File: config.mk
export PLATFORM = sky130hd
export DESIGN_NAME = ssr_handler
export DESIGN_NICKNAME = d
export VERILOG_FILES = /design/src/rtl/ssr_pkg.sv /design/src/rtl/ssr_handler.sv
export SDC_FILE = /design/constraint.sdc
export NUM_CORES = 1
export LEC_CHECK = 0
export BUFFER_PORTS_ARGS = -buffer_cell sky130_fd_sc_hd__buf_4
export CORE_MARGIN = 5
export CORE_UTILIZATION = 52
export DETAILED_ROUTE_END_ITERATION = 10
export GPL_ROUTABILITY_DRIVEN = 0
export PLACE_DENSITY = 0.85
export SLEW_MARGIN = 5
export SYNTH_ARGS = -nofsm -noshare
export SYNTH_HDL_FRONTEND = slang
export SYNTH_SLANG_ARGS = --single-unit
File: constraint.sdc
create_clock -name pclk -period 2.7 [get_ports pclk]
set_input_delay 0.54 -clock pclk [delete_from_list [all_inputs] [get_ports pclk]]
set_output_delay 0.54 -clock pclk [all_outputs]
set_load 0.03 [all_outputs]
File: src/rtl/ssr_pkg.sv
// constants for the standard set-request handler
package ssr_pkg;
   // ----------------------------------------
   // request fields
   // ----------------------------------------
   localparam logic [7:0] RT_DEVICE = 8'h00;
   localparam logic [7:0] RT_IFACE = 8'h01;
   localparam logic [7:0] RT_EP = 8'h02;
   localparam logic [7:0] REQ_SET_FEATURE = 8'h03;
   localparam logic [7:0] REQ_SET_ADDRESS = 8'h05;
   localparam logic [7:0] REQ_SET_DESC = 8'h07;
   localparam logic [7:0] REQ_SET_CONFIG = 8'h09;
   localparam logic [15:0] FS_EP_HALT = 16'h0000;
   localparam logic [15:0] FS_WAKEUP = 16'h0001;
   localparam logic [15:0] FS_TEST = 16'h0002;
   localparam logic [7:0] DT_DEVICE = 8'h01;
   localparam logic [7:0] DT_CONFIG = 8'h02;
   localparam logic [7:0] DT_STRING = 8'h03;
   localparam logic [7:0] TSEL_FIRST = 8'h01;
   localparam logic [7:0] TSEL_LAST = 8'h05;
   localparam int ADDR_MAX = 127;

   // ----------------------------------------
   // register map
   // ----------------------------------------
   localparam logic [11:0] OFS_CTRL = 12'h000;
   localparam logic [11:0] OFS_STAT = 12'h004;
   localparam int CTRL_DESC_EN = 0;
   localparam int CTRL_WAKE_CAP = 1;
   localparam int CTRL_NCFG_LSB = 8;
   localparam int CTRL_NIF_LSB = 16;
   localparam int CTRL_NEP_LSB = 20;
   localparam logic [31:0] CTRL_MASK = 32'h00FFFF03;
   localparam logic [31:0] CTRL_RESET = 32'h00110100;
   localparam int STAT_STATE_LSB = 0;
   localparam int STAT_ADDR_LSB = 8;
   localparam int STAT_CFG_LSB = 16;
   localparam int STAT_TSEL_LSB = 24;
   localparam int STAT_TEST_ON = 27;
   localparam int STAT_WAKE = 28;

   // ----------------------------------------
   // timing
   // ----------------------------------------
   localparam int CLK_MHZ = 200;
   localparam int TEST_ENTRY_MS = 3;
   localparam int TEST_ENTRY_CYC = TEST_ENTRY_MS * 1000 * CLK_MHZ;

   // ----------------------------------------
   // device states
   // ----------------------------------------
   typedef enum logic [2:0] {
      DS_DEFAULT = 3'b001,
      DS_ADDRESS = 3'b010,
      DS_CONFIGURED = 3'b100
   } ssr_state_e;
endpackage

File: src/rtl/ssr_handler.sv
// standard set-request handler for the default control pipe
// Operation
// set address: type zero, address in wValue
// status stage opposite data, else to host
// old address kept through whole transfer
// new address only after status completes
// finish other operations before status stage
// host keeps address below 128, zero fields
// default: nonzero address enters address state
// address: zero address returns to default
// configuration value in low byte of wValue
// address state: zero stays, match configures
// configured: zero to address, match stays
// descriptor type high byte, index low byte
// wIndex language id, wLength byte count
// descriptor write: device, config, string only
// feature selector must fit the recipient
// test mode: device recipient, selector high byte
// selectors one to five valid, others error
// enter test after status, within 3 ms
// test mode held until power cycle
// test mode accepted in every state
// unknown feature stalls the status stage
// missing interface or endpoint is an error
// each good configuration clears endpoint halts
// request error shown as stall handshake
//
// The register addresses and the APB slave port were decided locally.
`timescale 1ns/1ps
`default_nettype none

module ssr_handler #(
   parameter int TEST_CYC = ssr_pkg::TEST_ENTRY_CYC
) (
   // clock and reset
   input wire logic pclk,
   input wire logic presetn,
   // apb slave
   input wire logic psel,
   input wire logic penable,
   input wire logic pwrite,
   input wire logic [11:0] paddr,
   input wire logic [31:0] pwdata,
   output logic [31:0] prdata,
   output logic pready,
   output logic pslverr,
   // setup packet from the packet engine
   input wire logic setup_valid,
   input wire logic [7:0] bm_request_type,
   input wire logic [7:0] b_request,
   input wire logic [15:0] w_value,
   input wire logic [15:0] w_index,
   input wire logic [15:0] w_length,
   // stage events
   input wire logic status_done,
   input wire logic desc_done,
   input wire logic bus_reset,
   // answer to the control transfer
   output logic req_ack,
   output logic req_stall,
   output logic status_in,
   output logic desc_go,
   // device state
   output logic [6:0] dev_addr,
   output logic [2:0] dev_state,
   output logic [7:0] config_value,
   output logic halt_clear,
   output logic ep_halt_set,
   output logic [3:0] ep_halt_num,
   output logic wakeup_en,
   output logic test_on,
   output logic [2:0] test_sel
);

   // ----------------------------------------
   // state
   // ----------------------------------------
   typedef struct packed {
      ssr_pkg::ssr_state_e st;
      logic [6:0] addr;
      logic [6:0] pend_addr;
      logic addr_pend;
      logic [7:0] cfg;
      logic test_pend;
      logic test_arm;
      logic test_on;
      logic [2:0] test_sel;
      logic [19:0] tcnt;
      logic wake;
      logic ack;
      logic stall;
      logic stat_in;
      logic desc_wait;
      logic desc_go;
      logic halt_clr;
      logic ep_halt;
      logic [3:0] ep_num;
      logic [31:0] ctrl;
      logic pready;
      logic pslverr;
      logic [31:0] prdata;
   } ssr_regs_s;

   ssr_regs_s r;
   ssr_regs_s n;

   // ----------------------------------------
   // control fields
   // ----------------------------------------
   logic desc_en;
   logic wake_cap;
   logic [7:0] ncfg;
   logic [3:0] nif;
   logic [3:0] nep;
   logic [7:0] tsel_raw;
   logic [3:0] ep_idx;
   logic in_dflt;
   logic in_addr;
   logic [31:0] stat_word;

   assign desc_en = r.ctrl[ssr_pkg::CTRL_DESC_EN];
   assign wake_cap = r.ctrl[ssr_pkg::CTRL_WAKE_CAP];
   assign ncfg = r.ctrl[ssr_pkg::CTRL_NCFG_LSB +: 8];
   assign nif = r.ctrl[ssr_pkg::CTRL_NIF_LSB +: 4];
   assign nep = r.ctrl[ssr_pkg::CTRL_NEP_LSB +: 4];
   assign tsel_raw = w_index[15:8];
   assign ep_idx = w_index[3:0];
   assign in_dflt = (r.st == ssr_pkg::DS_DEFAULT);
   assign in_addr = (r.st == ssr_pkg::DS_ADDRESS);

   // status word seen by software
   always_comb begin
      stat_word = 32'h00000000;
      stat_word[ssr_pkg::STAT_STATE_LSB +: 3] = r.st;
      stat_word[ssr_pkg::STAT_ADDR_LSB +: 7] = r.addr;
      stat_word[ssr_pkg::STAT_CFG_LSB +: 8] = r.cfg;
      stat_word[ssr_pkg::STAT_TSEL_LSB +: 3] = r.test_sel;
      stat_word[ssr_pkg::STAT_TEST_ON] = r.test_on;
      stat_word[ssr_pkg::STAT_WAKE] = r.wake;
   end

   // ----------------------------------------
   // next state
   // ----------------------------------------
   always_comb begin
      n = r;
      n.halt_clr = 1'b0;
      n.ep_halt = 1'b0;
      n.desc_go = 1'b0;
      n.pready = 1'b0;
      n.pslverr = 1'b0;

      // apb: one wait state, write lands on the completing edge
      if (psel && penable && !r.pready) begin
         n.pready = 1'b1;
         n.prdata = 32'h00000000;
         if (paddr == ssr_pkg::OFS_CTRL) begin
            n.prdata = r.ctrl;
         end else if (paddr == ssr_pkg::OFS_STAT) begin
            n.prdata = stat_word;
         end else begin
            n.pslverr = 1'b1;
         end
      end
      if (psel && penable && r.pready && pwrite && paddr == ssr_pkg::OFS_CTRL) begin
         n.ctrl = pwdata & ssr_pkg::CTRL_MASK;
      end

      // test entry: count from acceptance, never before the status stage
      if (r.test_pend) begin
         if (r.tcnt < 20'(TEST_CYC - 1)) begin
            n.tcnt = r.tcnt + 20'h00001;
         end else if (r.test_arm) begin
            n.test_pend = 1'b0;
            n.test_arm = 1'b0;
            n.test_on = 1'b1;
         end
      end

      // data stage of a descriptor write finished
      if (r.desc_wait && desc_done) begin
         n.desc_wait = 1'b0;
         n.ack = 1'b1;
      end

      // completion of the status stage
      if (status_done && !r.test_on) begin
         n.ack = 1'b0;
         n.stall = 1'b0;
         if (r.addr_pend) begin
            n.addr_pend = 1'b0;
            n.addr = r.pend_addr;
            if (r.pend_addr != 7'h00) begin
               n.st = ssr_pkg::DS_ADDRESS;
            end else begin
               n.st = ssr_pkg::DS_DEFAULT;
            end
         end
         // status of the test request done: entry may now follow
         if (r.test_pend) begin
            n.test_arm = 1'b1;
         end
      end

      // bus reset; test mode ignores all traffic
      if (bus_reset && !r.test_on && !r.test_arm) begin
         n.st = ssr_pkg::DS_DEFAULT;
         n.test_pend = 1'b0;
         n.test_arm = 1'b0;
         n.addr = 7'h00;
         n.cfg = 8'h00;
         n.wake = 1'b0;
         n.addr_pend = 1'b0;
         n.ack = 1'b0;
         n.stall = 1'b0;
         n.desc_wait = 1'b0;
      end else if (setup_valid && !r.test_on && !r.test_arm) begin
         // new setup drops the previous answer; address unchanged
         n.ack = 1'b0;
         // an unconfirmed test entry is dropped as well
         n.test_pend = 1'b0;
         n.test_arm = 1'b0;
         n.stall = 1'b0;
         n.addr_pend = 1'b0;
         n.desc_wait = 1'b0;
         n.stat_in = (w_length == 16'h0000) || !bm_request_type[7];
         unique case (b_request)
            ssr_pkg::REQ_SET_ADDRESS: begin
               // fields checked only as far as the address width
               if (bm_request_type == ssr_pkg::RT_DEVICE && !r.st[2]) begin
                  n.pend_addr = w_value[6:0];
                  n.addr_pend = 1'b1;
                  n.ack = 1'b1;
               end else begin
                  n.stall = 1'b1;
               end
            end
            ssr_pkg::REQ_SET_CONFIG: begin
               if (in_dflt || bm_request_type != ssr_pkg::RT_DEVICE) begin
                  n.stall = 1'b1;
               end else if (w_value[7:0] == 8'h00) begin
                  n.cfg = 8'h00;
                  n.st = ssr_pkg::DS_ADDRESS;
                  n.halt_clr = 1'b1;
                  n.ack = 1'b1;
               end else if (w_value[7:0] <= ncfg) begin
                  n.cfg = w_value[7:0];
                  n.st = ssr_pkg::DS_CONFIGURED;
                  n.halt_clr = 1'b1;
                  n.ack = 1'b1;
               end else begin
                  n.stall = 1'b1;
               end
            end
            ssr_pkg::REQ_SET_DESC: begin
               // device index zero, config index in range, string any
               if (desc_en && !in_dflt && bm_request_type == ssr_pkg::RT_DEVICE &&
                   ((w_value[15:8] == ssr_pkg::DT_DEVICE && w_value[7:0] == 8'h00 &&
                     w_index == 16'h0000) ||
                    (w_value[15:8] == ssr_pkg::DT_CONFIG && w_value[7:0] < ncfg &&
                     w_index == 16'h0000) ||
                    (w_value[15:8] == ssr_pkg::DT_STRING))) begin
                  n.desc_go = 1'b1;
                  n.desc_wait = 1'b1;
               end else begin
                  n.stall = 1'b1;
               end
            end
            ssr_pkg::REQ_SET_FEATURE: begin
               unique case (bm_request_type)
                  ssr_pkg::RT_DEVICE: begin
                     if (w_value == ssr_pkg::FS_TEST && w_index[7:0] == 8'h00 &&
                         tsel_raw >= ssr_pkg::TSEL_FIRST &&
                         tsel_raw <= ssr_pkg::TSEL_LAST) begin
                        n.test_sel = tsel_raw[2:0];
                        n.test_pend = 1'b1;
                        n.tcnt = 20'h00000;
                        n.ack = 1'b1;
                     end else if (w_value == ssr_pkg::FS_WAKEUP && wake_cap && !in_dflt) begin
                        n.wake = 1'b1;
                        n.ack = 1'b1;
                     end else begin
                        n.stall = 1'b1;
                     end
                  end
                  ssr_pkg::RT_EP: begin
                     if (w_value != ssr_pkg::FS_EP_HALT || in_dflt || ep_idx >= nep ||
                         (in_addr && ep_idx != 4'h0) || w_index[15:4] != 12'h000) begin
                        n.stall = 1'b1;
                     end else begin
                        n.ep_halt = 1'b1;
                        n.ep_num = ep_idx;
                        n.ack = 1'b1;
                     end
                  end
                  default: begin
                     // no interface features exist; missing ones also error
                     n.stall = 1'b1;
                     if (w_index[7:0] >= {4'h0, nif}) begin
                        n.stall = 1'b1;
                     end
                  end
               endcase
            end
            default: begin
               // other requests are served elsewhere
            end
         endcase
      end
   end

   // ----------------------------------------
   // registers
   // ----------------------------------------
   always_ff @(posedge pclk or negedge presetn) begin
      if (!presetn) begin
         r <= '0;
         r.st <= ssr_pkg::DS_DEFAULT;
         r.ctrl <= ssr_pkg::CTRL_RESET;
      end else begin
         r <= n;
      end
   end

   // ----------------------------------------
   // outputs
   // ----------------------------------------
   assign prdata = r.prdata;
   assign pready = r.pready;
   assign pslverr = r.pslverr;
   assign req_ack = r.ack;
   assign req_stall = r.stall;
   assign status_in = r.stat_in;
   assign desc_go = r.desc_go;
   assign dev_addr = r.addr;
   assign dev_state = r.st;
   assign config_value = r.cfg;
   assign halt_clear = r.halt_clr;
   assign ep_halt_set = r.ep_halt;
   assign ep_halt_num = r.ep_num;
   assign wakeup_en = r.wake;
   assign test_on = r.test_on;
   assign test_sel = r.test_sel;

endmodule // ssr_handler

`default_nettype wire

# Word-level counts from Yosys, hierarchy flattened
# Cells that the tools add are included.
[op_classes]
bitwise = 3
reduce_logical = 69
muxes = 71
n_eq_ne = 15
addsub = 1
order_cmp = 6
[ops]
columns = ["operator", "count"]
rows = [
  ["$mux W20", 4],
  ["$mux W29", 2],
  ["$mux W21", 2],
  ["$mux W34", 1],
  ["$eq A8 B2 Y1 const B", 4],
  ["$logic_not A16 Y1", 2],
  ["$mux W32", 1],
  ["$mux W8", 4],
  ["$mux W3", 10],
  ["$mux W1", 29],
  ["$logic_and A1 B1 Y1", 25],
  ["$logic_not A8 Y1", 3],
  ["$mux W11", 2],
  ["$add A20 B1 Y20 const B", 1],
  ["$lt A20 B20 Y1 const B", 1],
  ["$mux W10", 2],
  ["$eq A16 B1 Y1 const B", 1],
  ["$eq A16 B2 Y1 const B", 1],
  ["$eq A8 B3 Y1 const B", 2],
  ["$reduce_bool A16 Y1", 1],
  ["$mux W5", 3],
  ["$reduce_and A5 Y1", 3],
  ["$mux W7", 2],
  ["$reduce_bool A2 Y1", 7],
  ["27 further kinds", 52],
]
[word_totals]
regBits = 116
out_inout_bits = 67

# Depth between registers and ports, before layout
# Gate-level depths: netlist (run 1).
[logic_depth]
word_depth = 10
ltp_mapped = 10
ltp_nobuf = 9

# Least setup slack after synthesis (run 1)
# OpenSTA, ideal clock, no wires.
[synth_path]
path_kind = "in2reg"
from = "input port w_value[2]"
to = "register r (netlist bit test_sel[0])"
arrival_time_ns = 2.471
path_buffers = 1
setup_time_ns = 0.127
slack_ns = 0.102
required_time_ns = 2.573
stages = 7
path_cell_list = "or4_4 > or4_4 > a211o_1 > nor3_2 > nor2b_1 > buf_4 > mux2_1"
[synth_via]
elab_chain_len = 5
[synth_rtl]
columns = ["item", "line_no", "text"]
rows = [
  ["start, declared", "ssr_handler.sv:51", "input wire logic [15:0] w_value,"],
  ["$eq A16 B2 Y1", "ssr_handler.sv:272", "if (w_value == ssr_pkg::FS_TEST && w_index[7:0] == 8'h00 &&"],
  ["$logic_and A1 B1 Y1 (2 in series)", "ssr_handler.sv:272", ""],
  ["$logic_and A1 B1 Y1", "ssr_handler.sv:273", "tsel_raw >= ssr_pkg::TSEL_FIRST &&"],
  ["$reduce_and A5 Y1 (no source line)", "n/a", ""],
  ["end signal, assigned", "ssr_handler.sv:321", "r <= n;"],
  ["end, declared", "ssr_handler.sv:104", "ssr_regs_s r;"],
]
# No other way between the ends.
# A chain may end at the register's enable or synchronous reset.

# Final worst setup path (run 1)
[layout_path]
from = "input port w_value[2]"
to = "register r (netlist bit test_sel[2])"
# The elaborated chain is that of the path after synthesis.

==> run_results.csv, run 1 <==
group,metric,value,unit
sta,worst_slack,0.197,ns
logic_synthesis,syn_area_per_cell,9.76,sq um
sta,rsz0062_at_grt,"no",
clocking,clock-sinks,108,
grt,grt_max_degree,66,
setup_path,cpPeakStageDelay,0.56,ns
placement,portBuffers,161,
sta,finalHoldViolCount,0,
setup_path,worst-path-max-fanout,5,
setup_path,cpLargestDelayFamily,"simple AND/OR/NAND/NOR gates",
sta,setup_viol,0,
logic_synthesis,syn_area,5860,sq um
logic_synthesis,synth_cell_types,62,
route,dr_total_vias,5035,
clocking,cts_hold_buf,0,
die,ios,184,
clocking,cts_tree,"yes",
die,dieWidth,116,um
logic_synthesis,syn_inst,601,
clocking,cts_buffers,9,
sta,report.final.slew_viol_count,0,
die,die-area,13500,sq um
logic_synthesis,ys_ff_latch,108,
sta,fin_crit_sh,92.7,%
route,drt_iter0_markers,473,
die,std_cell_rows,38,
clocking,clk_path_buf_depth,2,
clocking,postCtsSetupRepairBufs,0,
clocking,cts-root-buf,"clkbuf_16",
grt,grt_usage,22.9,%
die,core_area,10900,sq um
setup_path,critPathArrivalTime,2.73,ns
job,cap_viol_max_count,0,
setup_path,r2r_slack,0.22,ns
placement,dp_slack,-0.236,ns
logic_synthesis,ys_seq_area_share,46.2,%
setup_path,crit_type,"primary input to register",
final_layout,diodes,0,
logic_synthesis,synth-edff-count,0,
die,initial_core_util,53.6,%
run_status,status,"finished, final reports clean",
setup_path,cp-end-kind,"register",
final_layout,drive_gt1_share,32.8,%
sta,clock.fmax,399,MHz
die,die_h,116,um
clocking,cts_htree_levels,3,
route,via_per_inst,5.75,
route,wire_per_inst,17.7,um
route,drtAntennaViolNets,0,
grt,overflow,0,
placement,dp_hpwl,12.2,mm
final_layout,syn2layout_area_growth,24.3,%
pwr,power_density,438,nW/um^2
route,route.detailed.drc,0,
logic_synthesis,synthArstFlopShare,100,%
clocking,clkSlewWorstSetupHoldPaths,0.08,ns
grt,grt_pass1_vias,5109,
worst_hold_path,hp-class,"primary input to async pin",
final_layout,final_cell_mix,"buf_4, dfrtp_1, nand2_1, nor2_1, nand3_1",
clocking,clock_latency,0.35,ns
grt,grt_pass1_wl,24.4,mm
route,drtPass1Iterations,4,
final_layout,final_common_cell,"buf_4",
logic_synthesis,ys_warn_count,0,
setup_path,crit_slowest_cell,"or4_4",
setup_path,path_cells,"buf_4, or4_4, or4_4, a211o_1, nor3_2, nor2b_1, buf_4, mux2_1",
sta,layout_min_cycle_time,2.50,ns
sta,finalClockSkew,0.00709,ns
final_layout,fin_nets,860,
sta,hold_slack,0.0285,ns
setup_path,worstPathRequired,2.93,ns
pwr,leakagePower,3.43,nW
logic_synthesis,ys.flop_type,"dfrtp_1",
pwr,peakVddDrop,0.303,mV
setup_path,crit_buf_inv,2,
grt,antenna_found_initial,0,
setup_path,startpoint_type,"primary input",
route,wl,15.5,mm
worst reg2reg max path: stages (launching register included):
cell and delay (ns):
dfrtp_1 0.39, inv_1 0.09, ha_1 0.25, a211oi_1 0.34
nand3_1 0.12, or4_4 0.56, nor3_4 0.26, mux2_2 0.38
through the flow:
step / area [sq um] / instances / util [%] / power [mW] / setup TNS (ns)
global placement: 6990 / 859 / 64.0 / 1.94 / -1.89
global route: 7290 / 875 / 66.7 / 3.29 / 0
finish: 7290 / 875 / 66.7 / 3.19 / 0
detailed placement: 6990 / 859 / 64.0 / 1.95 / -2.52
CTS: 7280 / 875 / 66.6 / 3.21 / 0
floorplan: 5890 / 608 / - / 1.76 / 0
layout make-up:
cell class,count,area (sq um)
Tap cell,140,175
Fill cell,856,3650
Inverter,19,71.3
Clock buffer,10,229
Clock inverter,6,60.1
Timing Repair Buffer,191,1450
Sequential cell,108,2710
Multi-Input combinational cell,401,2600
what timing repair did:
action / CTS / global route
hold endpoints to repair: 0 / 0
endpoints found under the setup margin: 0 / 4
gates resized for setup: 0 / 1
report_power, final:
part | internal [mW] | switching, mW
Combinational | 0.138 | 0.160
Sequential | 1.62 | 0.00244
Clock | 0.646 | 0.624
state kept, by name, summed over array words and instances (netlist names), 3 cells and up:
register and count:
config_value 8, dev_addr 7, dev_state 3, ep_halt_num 4
ncfg 8, nep 4, nif 4, prdata 24
r 32, test_sel 3
cell families (layout without fill, tap and decap cells):
family | count (synthesis) | in the layout | synth area share, %
multiplexers | 40 | 40 | 7.28
flip-flops | 108 | 108 | 46.2
buffers and inverters | 99 | 226 | 10.2
AND/OR/NAND/NOR | 230 | 230 | 20.1
XOR/XNOR | 18 | 18 | 2.69
adder cells (fa/ha/maj) | 13 | 13 | 2.77
other | 1 | 8 | 0.0639
AO/OA/AOI/OAI | 92 | 92 | 10.7
routing by layer:
metal / GRT usage [%] / routed length, um
met1: 28.5 / 5980
met2: 39.7 / 7730
met3: 4.40 / 1280
met4: 8.82 / 544
met5: 0 / 0
synthesized netlist by cell type (5+ instances only):
master	count	area, sq um
ha_1	13	163
a21oi_1	12	60.1
clkbuf_1	12	45.0
buf_4	60	450
mux2_2	18	203
o21ai_0	22	110
dfrtp_1	104	2600
and4_1	5	43.8
xor2_1	16	140
nand4_1	14	87.6
buf_1	7	26.3
a22o_1	7	61.3
nor2b_1	5	31.3
nand3_1	34	170
mux2i_1	19	190
nor4_1	16	100
nor3_1	6	30.0
inv_1	19	71.3
o31ai_1	18	135
nor2_1	42	158
and3_1	7	43.8
and2_1	6	37.5
nand2_1	71	267
worst paths after layout:
kind,startpoint,endpoint,depth (start not counted)
max reg2reg,nep[3],ep_halt_num[3],7
max in group asynchronous,presetn,nif[0],2
min reg2reg,prdata[23],prdata[23],2
min in group pclk,bm_request_type[7],status_in,2
max,w_value[2],test_sel[2],8
min,presetn,prdata[13],1
No activity file was read; power rests on OpenSTA's default activity.
==> inputs of run 2 (changes only) <==
Settings changed: REMOVE_ABC_BUFFERS from default to 1.
==> run_results.csv, run 2 (same netlist as run 1, synthesis figures left out) <==
group,metric,value,unit
final_layout,fin_nets,854,
clocking,clk_path_buf_depth,2,
placement,dp_slack,-0.190,ns
grt,grt_max_degree,71,
clocking,clock_latency,0.35,ns
sta,setup_viol,0,
pwr,peakVddDrop,0.332,mV
final_layout,nFillCells,858,
clocking,clkSlewWorstSetupHoldPaths,0.08,ns
sta,worst_pin_slew,0.600,ns
final_layout,largest_reg_flops,32,
setup_path,worstPathRequired,2.93,ns
final_layout,multi_input_area,2590,sq um
setup_path,crit_type,"primary input to register",
route,drt_iter0_markers,457,
route,dr_total_vias,5027,
route,route.detailed.drc,0,
final_layout,diodes,0,
route,drtAntennaViolNets,0,
pwr,leakagePower,3.41,nW
die,std_cell_rows,38,
grt,antenna_found_initial,0,
pwr,p_total,3.19,mW
die,dieWidth,116,um
clocking,cts_hold_buf,0,
clocking,cts_buffers,9,
setup_path,ff2ff_path_depth,7,
die,initial_core_util,53.6,%
clocking,cts_htree_levels,3,
die,ios,184,
grt,grt_usage,23.4,%
setup_path,r2r-start,"nep[3]",
die,die-area,13500,sq um
final_layout,final_cell_mix,"buf_4, dfrtp_1, nand2_1, nor2_1, nand3_1",
sta,report.final.slew_viol_count,0,
clocking,postCtsSetupRepairBufs,0,
grt,grt_pass1_wl,24.7,mm
clocking,clock-sinks,108,
final_layout,final_common_cell,"buf_4",
job,cap_viol_max_count,0,
sta,finalClockSkew,0.00832,ns
setup_path,r2r_end,"ep_halt_num[2]",
final_layout,drive_gt1_share,32.1,%
final_layout,max_flop_register,"r",
setup_path,critPathArrivalTime,2.80,ns
sta,layout_min_cycle_time,2.57,ns
route,drtPass1Iterations,7,
grt,overflow,0,
clocking,post_cts_resized,0,
die,die_h,116,um
setup_path,startpoint_type,"primary input",
sta,rsz0062_at_grt,"no",
pwr,power_density,440,nW/um^2
route,wl,15.9,mm
setup_path,cp-end-kind,"register",
sta,finalHoldViolCount,0,
grt,grt_pass1_vias,4955,
route,wire_per_inst,18.3,um
worst_hold_path,hp-class,"primary input to async pin",
sta,worst_slack,0.128,ns
run_status,status,"finished, final reports clean",
placement,portBuffers,161,
route,via_per_inst,5.78,
clocking,cts_tree,"yes",
clocking,cts-root-buf,"clkbuf_16",
sta,fin_crit_sh,95.3,%
setup_path,worst-path-max-fanout,5,
sta,fin_setup_tns,0,ns
die,core_area,10900,sq um
sta,max_slew_margin,59.8,%
final_layout,register_area,2710,sq um
sta,clock.fmax,389,MHz
final_layout,syn2layout_area_growth,23.9,%
setup_path,r2r_slack,0.19,ns
placement,dp_hpwl,12.0,mm
## run 2: routing by layer
metal	GRT usage (%)	wire (um)
met1	30.5	6400
met4	6.34	318
met2	39.7	7690
met3	5.13	1510
met5	0	0
## run 2: worst max-delay path by stage
| stage | depth (start not counted) | slack, ns | startpoint | to |
|---|---|---|---|---|
| floorplan | 6 | -0.60 | w_value[2] | test_sel[0] |
| finish | 7 | 0.13 | w_value[2] | ep_halt_num[2] |
| detailed placement | 7 | -0.19 | w_value[2] | ep_halt_num[2] |
| global placement | 8 | -0.18 | w_value[2] | test_sel[0] |
| CTS | 8 | 0.16 | w_value[2] | test_sel[2] |
| global route | 7 | 0.01 | w_value[2] | ep_halt_num[2] |
## run 2: per-stage QoR
stage          utilization, %  instances  instance area [sq um]  hold slack (ns)
5_1_grt                  66.4        869                   7260            0.200
3_5_place_dp             63.8        853                   6970            0.462
3_3_place_gp             63.8        853                   6970            0.458
6_report                 66.4        869                   7260            0.156
2_1_floorplan               -        528                   5360            0.244
4_1_cts                  66.4        869                   7260            0.176
## run 2: area by class of cell
| type | instances | share of cell area [%] |
|---|---|---|
| clock inverter | 6 | 0.827 |
| multi-input combinational | 401 | 35.7 |
| inverter | 19 | 0.982 |
| sequential | 108 | 37.3 |
| clock buffer | 10 | 3.15 |
| tap | 140 | 2.41 |
| timing repair buffer | 185 | 19.6 |
## run 2: critical path, stage by stage
cell and delay, ns:
buf_4 0.12, or4_4 0.57, nor4_1 0.26, nand4_1 0.20, or4_4 0.49, nor3_4 0.24
mux2_2 0.38
## run 2: report_power, final
part / switching, mW / total, mW / internal, mW
registers: 0.00215 / 1.62 / 1.62
clock network: 0.626 / 1.27 / 0.646
logic: 0.159 / 0.297 / 0.138
total: 0.788 / 3.19 / 2.40
==> inputs of run 3 (changes only) <==
Settings changed: BUFFER_PORTS_ARGS -buffer_cell sky130_fd_sc_hd__buf_4 to -buffer_cell sky130_fd_sc_hd__buf_2.
==> run_results.csv, run 3 (same netlist as run 1, synthesis figures left out) <==
group,metric,value,unit
run_status,status,"finished, final reports clean",
setup_path,r2r-start,"r[78]",
route,wire_per_inst,17.9,um
die,core_area,10900,sq um
setup_path,crit_buf_inv,1,
sta,layout_min_cycle_time,2.56,ns
sta,report.final.slew_viol_count,0,
route,drtAntennaViolNets,0,
pwr,power_density,458,nW/um^2
die,ios,184,
sta,setup_viol,0,
sta,finalHoldViolCount,0,
setup_path,critPathArrivalTime,2.79,ns
grt,overflow,0,
final_layout,postLayoutCellArea,6880,sq um
grt,busiest_layer,"met2",
clocking,clk_path_buf_depth,2,
sta,fin_crit_sh,95.0,%
sta,max_slew_margin,54.9,%
placement,dp_hpwl,12.1,mm
setup_path,crit_type,"primary input to register",
clocking,cts_htree_levels,3,
clocking,clkSlewWorstSetupHoldPaths,0.08,ns
setup_path,worstPathRequired,2.92,ns
placement,placed_cell_area,6590,sq um
die,initial_core_util,53.6,%
clocking,cts_buffers,9,
final_layout,final_cells,874,
route,drt_iter0_markers,415,
final_layout,final_cell_mix,"buf_2, dfrtp_1, nand2_1, nor2_1, nand3_1",
pwr,peakVddDrop,0.356,mV
clocking,cts_tree,"yes",
worst_hold_path,hp-class,"primary input to async pin",
clocking,clock-sinks,108,
clocking,cts-root-buf,"clkbuf_16",
clocking,postCtsSetupRepairBufs,0,
setup_path,cpLargestDelayFamily,"simple AND/OR/NAND/NOR gates",
setup_path,critPathLaunch,"w_value[2]",
setup_path,path_cells,"buf_2, or4_4, nor4_1, nand4_1, or4_4, nor3_4, mux2_2",
grt,grt_max_degree,53,
sta,finalClockSkew,0.00805,ns
setup_path,cp-end-kind,"register",
setup_path,r2r_slack,0.17,ns
grt,groute.layer.met2.usage,40.3,%
die,std_cell_rows,38,
final_layout,nFillCells,904,
placement,dp.cells,857,
route,wl,15.6,mm
die,dieWidth,116,um
grt,grt_usage,23.4,%
route,route.detailed.drc,0,
pwr,leakagePower,3.35,nW
final_layout,syn2layout_area_growth,17.2,%
setup_path,startpoint_type,"primary input",
setup_path,crit_path_frequent_cell,"or4_4",
sta,hold_slack,0.225,ns
route,dr_total_vias,4973,
final_layout,largest_reg_flops,32,
sta,worst_pin_slew,0.677,ns
final_layout,max_flop_register,"r",
placement,portBuffers,161,
setup_path,crit_slowest_cell,"or4_4",
grt,grtUsageMet1,30.3,%
grt,grt_use_met3,5.03,%
sta,fin_setup_tns,0,ns
grt,grt_pass1_wl,25.0,mm
clocking,post_cts_resized,0,
sta,rsz0062_at_grt,"no",
clocking,clock_latency,0.34,ns
clocking,cts_hold_buf,0,
final_layout,final_common_cell,"buf_2",
setup_path,worst-path-max-fanout,5,
final_layout,fin_nets,858,
setup_path,cpPeakStageDelay,0.57,ns
final_layout,drive_gt1_share,32.6,%
route,drtPass1Iterations,7,
die,die-area,13500,sq um
grt,grt_pass1_vias,5061,
route,via_per_inst,5.69,
grt,antenna_found_initial,3,
die,die_h,116,um
job,cap_viol_max_count,0,
sta,clock.fmax,390,MHz
-- run 3: changes by cell type in the layout (fill, tap and decap cells not counted) --
cell	change
clkbuf_1	-1
buf_12	-1
buf_4	-155
clkinv_2	+2
diode_2	+1
clkinvlp_4	-2
inv_6	+2
buf_2	+160
clkinv_8	-1
-- run 3: layout make-up --
| type | instances | area, sq um | share of cell area, % |
|---|---|---|---|
| well taps | 140 | 175 | 2.55 |
| flip-flops and latches | 108 | 2710 | 39.4 |
| multi-input cells | 401 | 2590 | 37.7 |
| diodes | 1 | 2.50 | 0.0364 |
| repair buffers | 189 | 1040 | 15.2 |
| clock inverters | 7 | 56.3 | 0.819 |
| inverters | 19 | 71.3 | 1.04 |
| clock buffers | 9 | 225 | 3.28 |
-- run 3: path summary, 6_finish.rpt --
check,end,cells past startpoint
max in group asynchronous,ncfg[0],2
max,ep_halt_num[1],7
min in group pclk,ncfg[7],3
max reg2reg,r[91],9
min reg2reg,prdata[15],2
min,pready,1
-- run 3: metrics by stage --
stage	power (mW)	util, %	setup WS (ns)
after floorplan	1.74	-	-0.598
after global placement	1.90	60.3	-0.145
after detailed placement	1.91	60.3	-0.171
after CTS	3.17	62.8	0.190
after global routing	3.26	62.9	0.0576
final	3.15	62.9	0.135
-- run 3: power by group --
group | internal (mW) | switching (mW) | leakage, nW
Combinational | 0.0959 | 0.159 | 1.87
Sequential | 1.62 | 0.00205 | 1.33
Clock | 0.642 | 0.629 | 0.142
Total | 2.36 | 0.790 | 3.35
-- run 3: layer usage --
layer  up-vias  share of wire (%)
met5         -               0.17
met4         4                1.2
met3        24                8.3
met2       215                 49
met1      2400                 42
li1       2330                  -
